$ cat src/verilog/wwdt_pkg.sv
package wwdt_pkg;

  // ---------------------------------------------------------------------------
  // register map (byte addresses, one 32-bit word each)
  // ---------------------------------------------------------------------------
  localparam int unsigned ADDR_W       = 8;
  localparam logic [7:0]  OFF_CTRL     = 8'h00;
  localparam logic [7:0]  OFF_CMD      = 8'h04;
  localparam logic [7:0]  OFF_RELOAD   = 8'h08;
  localparam logic [7:0]  OFF_WINDOW   = 8'h0c;
  localparam logic [7:0]  OFF_COUNT    = 8'h10;
  localparam logic [7:0]  OFF_STATUS   = 8'h14;
  localparam logic [7:0]  OFF_MASK     = 8'h18;

  // ---------------------------------------------------------------------------
  // field positions
  // ---------------------------------------------------------------------------
  localparam int unsigned CTRL_CLK_SEL_BIT   = 0;
  localparam int unsigned CTRL_PRESC_SEL_BIT = 1;
  localparam int unsigned CTRL_ENABLED_BIT   = 2;
  localparam int unsigned CMD_SERVICE_BIT    = 0;
  localparam int unsigned CMD_DISABLE_BIT    = 1;
  localparam int unsigned CMD_ENABLE_BIT     = 2;
  localparam int unsigned EVT_OVERFLOW_BIT   = 0;
  localparam int unsigned EVT_EARLY_BIT      = 1;
  localparam int unsigned EVT_W              = 2;

  // ---------------------------------------------------------------------------
  // timing
  // ---------------------------------------------------------------------------
  localparam int unsigned CLK_FREQ_HZ        = 200_000_000;
  localparam int unsigned WU_FREQ_KHZ        = 500;
  localparam int unsigned DIV_HI             = 16384;
  localparam int unsigned DIV_LO             = 256;
  localparam int unsigned DEFAULT_INTERVAL_US = 130_000;
  localparam int unsigned DEFAULT_WU_TICKS   = DEFAULT_INTERVAL_US * WU_FREQ_KHZ / 1000;
  localparam int unsigned DEFAULT_COUNTS     = (DEFAULT_WU_TICKS + DIV_LO - 1) / DIV_LO;

  // ---------------------------------------------------------------------------
  // reset values
  // ---------------------------------------------------------------------------
  localparam int unsigned CNT_W              = 16;
  localparam logic        RST_CLK_SEL        = 1'b1;
  localparam logic        RST_PRESC_SEL      = 1'b0;
  localparam logic        RST_ENABLED        = 1'b1;
  localparam logic [15:0] RST_RELOAD         = 16'(32'h0001_0000 - DEFAULT_COUNTS);
  localparam logic [15:0] RST_WINDOW         = 16'h0000;
  localparam logic [1:0]  RST_MASK           = 2'h3;

endpackage : wwdt_pkg

$ cat src/verilog/wwdt_prescaler.sv
`timescale 1ns/100ps
module wwdt_prescaler #(
  parameter int unsigned DIV_HI = wwdt_pkg::DIV_HI,
  parameter int unsigned DIV_LO = wwdt_pkg::DIV_LO
) (
  // clock and reset
  input  wire logic clk_in,
  input  wire logic reset_n_in,
  // control
  input  wire logic enable_in,
  input  wire logic clear_in,
  input  wire logic sel_hi_in,
  input  wire logic src_tick_in,
  // output
  output logic      tick_out
);

  localparam int unsigned PW = $clog2(DIV_HI);
  localparam logic [PW-1:0] LAST_HI = PW'(DIV_HI - 1);
  localparam logic [PW-1:0] LAST_LO = PW'(DIV_LO - 1);

  typedef struct packed {
    logic [PW-1:0] cnt;
    logic          tick;
  } wwdt_presc_state_type;

  wwdt_presc_state_type state_q;
  wwdt_presc_state_type state_d;

  always_comb begin
    state_d      = state_q;
    state_d.tick = 1'b0;
    if (clear_in || !enable_in) begin
      state_d.cnt = '0;
    end else if (src_tick_in) begin
      // at or past the end, so a switch to the short ratio never runs the long way round
      if (state_q.cnt >= (sel_hi_in ? LAST_HI : LAST_LO)) begin
        state_d.cnt  = '0;
        state_d.tick = 1'b1;
      end else begin
        state_d.cnt = state_q.cnt + PW'(1);
      end
    end
  end

  always_ff @(posedge clk_in or negedge reset_n_in) begin
    if (!reset_n_in) begin
      state_q <= '0;
    end else begin
      state_q <= state_d;
    end
  end

  assign tick_out = state_q.tick;

endmodule : wwdt_prescaler

$ cat src/verilog/wwdt_top.sv
// Implementation choices: the Wishbone slave port and the register addresses.
`timescale 1ns/100ps
module wwdt_top (
  // clock and reset
  input  wire logic        clk_in,
  input  wire logic        reset_n_in,
  // wakeup oscillator clock, sampled as a level
  input  wire logic        wakeup_osc_clock_in,
  // wishbone classic slave
  input  wire logic        wb_cyc_in,
  input  wire logic        wb_stb_in,
  input  wire logic        wb_we_in,
  input  wire logic [7:0]  wb_adr_in,
  input  wire logic [3:0]  wb_sel_in,
  input  wire logic [31:0] wb_dat_in,
  output logic      [31:0] wb_dat_out,
  output logic             wb_ack_out,
  // system side
  output logic             reset_req_out,
  output logic             irq_out
);

  // ---------------------------------------------------------------------------
  // state
  // ---------------------------------------------------------------------------
  typedef struct packed {
    logic                        clk_sel;
    logic                        presc_sel;
    logic                        enabled;
    logic [15:0]                 reload;
    logic [15:0]                 window;
    logic [15:0]                 count;
    logic [wwdt_pkg::EVT_W-1:0]  status;
    logic [wwdt_pkg::EVT_W-1:0]  mask;
    logic                        wu_prev;
    logic                        ack;
    logic [31:0]                 rdata;
    logic                        irq;
    logic                        rst_req;
  } wwdt_state_type;

  wwdt_state_type state_q;
  wwdt_state_type state_d;

  // ---------------------------------------------------------------------------
  // helpers
  // ---------------------------------------------------------------------------
  // byte-lane merge of a write into a 32-bit register image
  function automatic logic [31:0] wwdt_merge(input logic [31:0] old_v,
                                             input logic [31:0] new_v,
                                             input logic [3:0]  sel);
    logic [31:0] res;
    res = old_v;
    for (int i = 0; i < 4; i++) begin
      if (sel[i]) begin
        res[8*i +: 8] = new_v[8*i +: 8];
      end
    end
    return res;
  endfunction : wwdt_merge

  // word compare; the two low address bits never select a register
  function automatic logic wwdt_word_is(input logic [7:0] adr,
                                        input logic [7:0] off);
    return adr[7:2] == off[7:2];
  endfunction : wwdt_word_is

  // control word as software reads it back
  function automatic logic [31:0] wwdt_ctrl_word(input logic clk_sel,
                                                 input logic presc_sel,
                                                 input logic enabled);
    logic [31:0] res;
    res                               = '0;
    res[wwdt_pkg::CTRL_CLK_SEL_BIT]   = clk_sel;
    res[wwdt_pkg::CTRL_PRESC_SEL_BIT] = presc_sel;
    res[wwdt_pkg::CTRL_ENABLED_BIT]   = enabled;
    return res;
  endfunction : wwdt_ctrl_word

  // sticky events: a new event wins over a write-one-to-clear in the same cycle
  function automatic logic [wwdt_pkg::EVT_W-1:0] wwdt_events(input logic [wwdt_pkg::EVT_W-1:0] old_v,
                                                             input logic [wwdt_pkg::EVT_W-1:0] clr,
                                                             input logic                       ovf,
                                                             input logic                       early);
    logic [wwdt_pkg::EVT_W-1:0] res;
    res = old_v & ~clr;
    if (ovf) begin
      res[wwdt_pkg::EVT_OVERFLOW_BIT] = 1'b1;
    end
    if (early) begin
      res[wwdt_pkg::EVT_EARLY_BIT] = 1'b1;
    end
    return res;
  endfunction : wwdt_events

  // read data for one word; unmapped and write-only words read as zero
  function automatic logic [31:0] wwdt_read_mux(input logic [7:0]                 adr,
                                                input logic [31:0]                ctrl,
                                                input logic [15:0]                reload,
                                                input logic [15:0]                window,
                                                input logic [15:0]                count,
                                                input logic [wwdt_pkg::EVT_W-1:0] status,
                                                input logic [wwdt_pkg::EVT_W-1:0] mask);
    logic [31:0] res;
    res = '0;
    unique case (adr)
      wwdt_pkg::OFF_CTRL:   res = ctrl;
      wwdt_pkg::OFF_RELOAD: res[15:0] = reload;
      wwdt_pkg::OFF_WINDOW: res[15:0] = window;
      wwdt_pkg::OFF_COUNT:  res[15:0] = count;
      wwdt_pkg::OFF_STATUS: res[wwdt_pkg::EVT_W-1:0] = status;
      wwdt_pkg::OFF_MASK:   res[wwdt_pkg::EVT_W-1:0] = mask;
      default:              res = '0;
    endcase
    return res;
  endfunction : wwdt_read_mux

  // ---------------------------------------------------------------------------
  // prescaler
  // ---------------------------------------------------------------------------
  // the selected source only gates the prescaler; everything runs on clk_in
  logic presc_tick;
  logic presc_clear;
  logic src_tick;
  logic wu_edge;

  wwdt_prescaler #(
    .DIV_HI (wwdt_pkg::DIV_HI),
    .DIV_LO (wwdt_pkg::DIV_LO)
  ) u_presc (
    .clk_in      (clk_in),
    .reset_n_in  (reset_n_in),
    .enable_in   (state_q.enabled),
    .clear_in    (presc_clear),
    .sel_hi_in   (state_q.presc_sel),
    .src_tick_in (src_tick),
    .tick_out    (presc_tick)
  );

  // ---------------------------------------------------------------------------
  // bus decode
  // ---------------------------------------------------------------------------
  logic        access;
  logic        wr;
  logic        rd;
  logic [7:0]  word_adr;
  logic        wr_ctrl;
  logic        wr_cmd;
  logic        wr_reload;
  logic        wr_window;
  logic        wr_status;
  logic        wr_mask;
  logic        service_req;
  logic        service_ok;
  logic        service_early;
  logic        overflow;
  logic        cmd_disable;
  logic        cmd_enable;
  logic [31:0] ctrl_img;
  logic [31:0] merged;
  logic [wwdt_pkg::EVT_W-1:0] status_clr;

  always_comb begin
    word_adr      = {wb_adr_in[7:2], 2'b00};
    // one access per request; the idle cycle after ack keeps a held stb from repeating
    access        = wb_cyc_in && wb_stb_in && !state_q.ack;
    wr            = access && wb_we_in;
    rd            = access && !wb_we_in;
    wr_ctrl       = wr && wwdt_word_is(wb_adr_in, wwdt_pkg::OFF_CTRL);
    wr_cmd        = wr && wwdt_word_is(wb_adr_in, wwdt_pkg::OFF_CMD) && wb_sel_in[0];
    wr_reload     = wr && wwdt_word_is(wb_adr_in, wwdt_pkg::OFF_RELOAD);
    wr_window     = wr && wwdt_word_is(wb_adr_in, wwdt_pkg::OFF_WINDOW);
    wr_status     = wr && wwdt_word_is(wb_adr_in, wwdt_pkg::OFF_STATUS);
    wr_mask       = wr && wwdt_word_is(wb_adr_in, wwdt_pkg::OFF_MASK);
    service_req   = wr_cmd && wb_dat_in[wwdt_pkg::CMD_SERVICE_BIT];
    cmd_disable   = wr_cmd && wb_dat_in[wwdt_pkg::CMD_DISABLE_BIT];
    cmd_enable    = wr_cmd && wb_dat_in[wwdt_pkg::CMD_ENABLE_BIT];
    // inside the window the count is still below the threshold
    service_early = service_req && state_q.enabled && (state_q.count < state_q.window);
    service_ok    = service_req && !service_early;
    overflow      = state_q.enabled && presc_tick && (state_q.count == 16'hffff);
    // a wakeup level shorter than one clock is lost; the source is far slower than clk_in
    wu_edge       = wakeup_osc_clock_in && !state_q.wu_prev;
    src_tick      = state_q.clk_sel ? wu_edge : 1'b1;
    // restarting the prescaler keeps the first interval after a reload full length
    presc_clear   = service_ok || overflow;
    ctrl_img      = wwdt_ctrl_word(state_q.clk_sel, state_q.presc_sel, state_q.enabled);
    status_clr    = (wr_status && wb_sel_in[0]) ? wb_dat_in[wwdt_pkg::EVT_W-1:0] : '0;
    // only one of reload and window is addressed at a time, so one merged image serves both
    merged        = wwdt_merge({16'h0000, wr_window ? state_q.window : state_q.reload}, wb_dat_in, wb_sel_in);
  end

  // ---------------------------------------------------------------------------
  // next state
  // ---------------------------------------------------------------------------
  always_comb begin
    state_d         = state_q;
    state_d.ack     = access;
    state_d.rst_req = 1'b0;
    state_d.wu_prev = wakeup_osc_clock_in;

    // ------------------------------------------------------------------------
    // configuration
    // ------------------------------------------------------------------------
    if (wr_ctrl && wb_sel_in[0]) begin
      state_d.clk_sel   = wb_dat_in[wwdt_pkg::CTRL_CLK_SEL_BIT];
      state_d.presc_sel = wb_dat_in[wwdt_pkg::CTRL_PRESC_SEL_BIT];
    end
    if (wr_reload) begin
      state_d.reload = merged[15:0];
    end
    if (wr_window) begin
      state_d.window = merged[15:0];
    end
    // mask bits are written as a pair; lane 0 carries both
    if (wr_mask && wb_sel_in[0]) begin
      state_d.mask = wb_dat_in[wwdt_pkg::EVT_W-1:0];
    end

    // ------------------------------------------------------------------------
    // commands
    // ------------------------------------------------------------------------
    // enable wins when both are given, failing safe
    if (cmd_disable) begin
      state_d.enabled = 1'b0;
    end
    if (cmd_enable) begin
      state_d.enabled = 1'b1;
    end

    // ------------------------------------------------------------------------
    // counter
    // ------------------------------------------------------------------------
    // the counter keeps running after an overflow, starting over from the reload value
    if (service_ok || overflow) begin
      state_d.count = state_q.reload;
    end else if (state_q.enabled && presc_tick) begin
      state_d.count = state_q.count + 16'h0001;
    end

    // ------------------------------------------------------------------------
    // reset request on overflow or early service
    // ------------------------------------------------------------------------
    if (overflow || service_early) begin
      state_d.rst_req = 1'b1;
    end

    // ------------------------------------------------------------------------
    // sticky events
    // ------------------------------------------------------------------------
    state_d.status = wwdt_events(state_q.status, status_clr, overflow, service_early);

    // ------------------------------------------------------------------------
    // interrupt
    // ------------------------------------------------------------------------
    // taken from the next status, so the level is registered together with it
    state_d.irq = |(state_d.status & state_d.mask);

    // ------------------------------------------------------------------------
    // read data, zero for writes and unmapped words
    // ------------------------------------------------------------------------
    state_d.rdata = rd ? wwdt_read_mux(word_adr, ctrl_img, state_q.reload, state_q.window, state_q.count,
                                       state_q.status, state_q.mask) : '0;
  end

  // ---------------------------------------------------------------------------
  // registers
  // ---------------------------------------------------------------------------
  always_ff @(posedge clk_in or negedge reset_n_in) begin
    if (!reset_n_in) begin
      state_q           <= '0;
      state_q.clk_sel   <= wwdt_pkg::RST_CLK_SEL;
      state_q.presc_sel <= wwdt_pkg::RST_PRESC_SEL;
      state_q.enabled   <= wwdt_pkg::RST_ENABLED;
      state_q.reload    <= wwdt_pkg::RST_RELOAD;
      // the count starts at the reload value so the first interval is a full one
      state_q.count     <= wwdt_pkg::RST_RELOAD;
      state_q.window    <= wwdt_pkg::RST_WINDOW;
      state_q.mask      <= wwdt_pkg::RST_MASK;
    end else begin
      state_q <= state_d;
    end
  end

  // ---------------------------------------------------------------------------
  // outputs
  // ---------------------------------------------------------------------------
  // every output is a register, so nothing combinational leaves the block
  assign wb_dat_out    = state_q.rdata;
  assign wb_ack_out    = state_q.ack;
  assign reset_req_out = state_q.rst_req;
  assign irq_out       = state_q.irq;

endmodule : wwdt_top
$ cat config.mk
export PLATFORM = sky130hd
export DESIGN_NAME = wwdt_top
export DESIGN_NICKNAME = d
export VERILOG_FILES = /design/src/verilog/wwdt_pkg.sv /design/src/verilog/wwdt_prescaler.sv /design/src/verilog/wwdt_top.sv
export SDC_FILE = /design/constraint.sdc
export NUM_CORES = 1
export LEC_CHECK = 0
export BUFFER_PORTS_ARGS = -buffer_cell sky130_fd_sc_hd__buf_2
export CAP_MARGIN = 20
export CORE_ASPECT_RATIO = 0.8
export CORE_UTILIZATION = 40
export CTS_BUF_LIST = sky130_fd_sc_hd__clkbuf_4
export DETAILED_ROUTE_END_ITERATION = 8
export PLACE_DENSITY = 0.63
export SLEW_MARGIN = 0
export SYNTH_ARGS = -nofsm -noshare
export SYNTH_HDL_FRONTEND = slang
export SYNTH_HIERARCHICAL = 1
export SYNTH_SLANG_ARGS = --single-unit
$ cat constraint.sdc
create_clock -name clk_in -period 3.5 [get_ports clk_in]
set_input_delay 0.7 -clock clk_in [delete_from_list [all_inputs] [get_ports clk_in]]
set_output_delay 0.7 -clock clk_in [all_outputs]
set_load 0.01 [all_outputs]
==> metrics.txt <==
GPL Wtd Cong 0.8122; Int Pwr 1.271 mW; Seq/Total Area, Yosys 0.4319; gr usage total 0.1795; ANT cells 0; Leak 2.463 nW; worst hold path class in2async; Mapped Avg Cell Area 10.15 um^2; area of the core 12,870 um^2; multiplexer area fraction after synthesis 0.07040; Worst Path Arrival 3.47 ns; final hold vios 0; placed cells 721; setup violators final 0; IO Port Bufs 48; worst slew pin tran 0.6637 ns; maximum vdd drop 194.6 uV; post-cts sizing count 0; Setup Fix Bufs, Post-CTS 0; ys flop type dfrtp_1; sw frac 0.2757; largest family of logic cells by synthesized area simple AND/OR/NAND/NOR gates; CTS sink count 90; Clk pwr share 0.297; Die W 130.4 um; Slew Viols, Final 0; Avg WL per Cell 15.26 um; number of vias per cell 5.277; setup tns final 0 ns; Post-synth ARST share 1.000; Die Area 13,660 um^2; cell taking the most area after synthesis dfrtp_1; kind of critical path reg2reg; Adder-Cell Fraction of Synth Area 0.05452; 1st-iter DRT viols 273; Final ANT Viol Nets 0; Required @ worst endpoint 3.86 ns; Worst-Skew Late Latency 0.44 ns; Logic pwr share 0.088; CTS tree yes; Final Skew 0.01590 ns; maxcap violations 0; Period minus WS final 3.106 ns; sequential share of power 0.615; xor/xnor share of the synthesized area 0.01493; Fmax achieved 322.0 MHz; Initial Util 0.4102; mapped cell area 5279 um^2; Sw Pwr 483.6 uW; H-tree Lvls 3; Yosys warning count 6; DP Area 5547 um^2; run status completed; Post-Layout Cell Count 737; top cells by area, synth dfrtp_1 32%, dfstp_2 11%, ha_1 5.5%; number of CTS-inserted buffers 9; cell row count 37; initial antenna violation count 0; P per Cell Area 309.2 nW/um^2; CTS Hold Bufs 0; Final Instance Area 5673 um^2; CTS Root Cell clkbuf_4; Tcrit/Tclk final 0.8873; share of cells above drive strength 1 0.2847; CTS clock-pin slew for the worst setup and hold paths 0.14 ns; count of flip-flops with a built-in enable after synthesis 0; Synth Area in Simple Gates 0.1733; CP Launch Type flop; maximum clock path buffer count 2; Die Y 104.8 um; maximum fanout along the worst path 23; nets 630; kind of end point of the critical path flop; vias 3,889; Layout area overhead 7.466%; worst rel slew slack 0.5528; flops & latches, synth 90; post-synthesis compound-gate area fraction 0.1664; largest net degree at the start of global routing 37; IO Count 85; Yosys cell types 65; grt ovf 0; post-synth top area share 0.3224; TritonRoute pass-1 iters 4; vias in the first global route 3,876; drt drc 0; first-pass GRT wire length 19.04 mm; Final HPWL DP 8.457 mm; Mapped Cells 520; final wirelength 11.25 mm; RSZ-0062 raised after global routing no
per-stage QoR:
step	utilization	setup slack (ns)	power (mW)	hold slack, ns
2_1_floorplan	-	0.3983	1.195	0.4044
3_3_place_gp	0.4310	0.3400	1.248	0.4730
3_5_place_dp	0.4310	0.2500	1.253	0.4783
4_1_cts	0.4404	0.2018	1.782	0.1849
5_1_grt	0.4408	0.07906	1.848	0.2080
6_report	0.4408	0.3944	1.754	0.1999
synth_stat cells (all sizes together) (6+ instances only):
master and number:
a22oi 22, o21ai 30, nor3 16, inv 25, a21oi 33, clkbuf 12, xor2 6, nand3 23
nand3b 6, nor2 13, buf 41, a21o 7, nand4 12, ha 23, o2bb2ai 12, dfrtp 68
mux2i 9, nand2 55, mux2 25, dfstp 22
layout by cell type (no fill, tap or decap), types with 4 or more instances in the layout:
cell type / synthesis / layout
dfrtp_1: 68 / 68
nand2_1: 54 / 54
buf_2: 5 / 47
a21oi_1: 33 / 33
mux2_2: 25 / 25
o21ai_0: 25 / 25
inv_1: 24 / 24
ha_1: 23 / 23
a22oi_1: 22 / 22
dfstp_2: 22 / 22
nand3_1: 21 / 21
buf_4: 33 / 17
conb_1: 1 / 16
nor3_1: 15 / 15
nor2_1: 13 / 13
nand4_1: 10 / 10
mux2i_1: 9 / 9
o2bb2ai_2: 9 / 9
clkbuf_4: 0 / 9
xor2_1: 6 / 6
nor2b_1: 5 / 5
o21ai_1: 5 / 5
and3_1: 4 / 4
nand3b_1: 4 / 4
or3_1: 4 / 4
a22o_1: 4 / 4
a21o_1: 4 / 4
cells by family after synthesis:
group,after synthesis
AOI/OAI and AO/OA,124
xor gates and xnor gates,9
adders and majority gates,23
buffers and inverters,78
DFF,90
muxes,34
other,1
and+or+nand+nor,161
power groups by stage:
stage	clock (mW)	sequential [mW]	combinational, mW
6_report	0.520	1.08	0.155
5_1_grt	0.588	1.08	0.178
4_1_cts	0.547	1.08	0.156
3_5_place_dp	0	1.10	0.156
3_3_place_gp	0	1.10	0.151
2_1_floorplan	0	1.09	0.102
final timing paths:
check	slack, ns	depth (start not counted)	start	end
setup / recovery	0.39	11	state_q[53]$_DFFE_PN1P_	u_presc/state_q[3]$_DFFE_PN0P_
setup reg to reg	0.39	11	state_q[53]$_DFFE_PN1P_	u_presc/state_q[3]$_DFFE_PN0P_
min in group clk_in	0.39	1	wakeup_osc_clock_in	state_q[35]$_DFF_PN0_
max in group asynchronous	2.52	2	reset_n_in	state_q[50]$_DFFE_PN1P_
hold / removal	0.20	1	reset_n_in	wb_dat_out[0]$_DFF_PN0_
hold reg to reg	0.49	1	state_q[84]$_DFFE_PN1P_	state_q[52]$_DFFE_PN1P_
state kept, by name, indices dropped and copies added (netlist names):
name	cells
wb_ack_out	1
ctrl_img	3
state_q	53
irq_out	1
wb_dat_out	16
u_presc/tick_out	1
u_presc/state_q	14
reset_req_out	1
worst max-delay path: stages, from the launching register on:
cell      delay, ns
dfstp_2        0.60
ha_1           0.25
a211oi_1       0.19
o21ai_0        0.11
a21oi_1        0.37
a31oi_4        0.15
or2_1          0.29
nand3b_4       0.19
nor4_2         0.29
buf_4          0.29
a21oi_1        0.11
mux2i_1        0.17
cell type report:
class	instances	area, um^2
inverter	25	93.84
sequential	90	2280
tap	175	219.0
clock inverter	7	53.80
clock buffer	9	67.56
multi-input combinational	367	2596
fill	1258	7197
timing repair buffer	64	362.8
per-layer routing:
metal  global-route usage  vias up  part of all wire
met2               0.2656       98              0.44
li1                     -     1899                 -
met1               0.2688     1890              0.50
met4              0.04105        0            0.0032
met5                    0        -                 0
met3              0.03328        2             0.057
(Power assumes the default switching activity.)
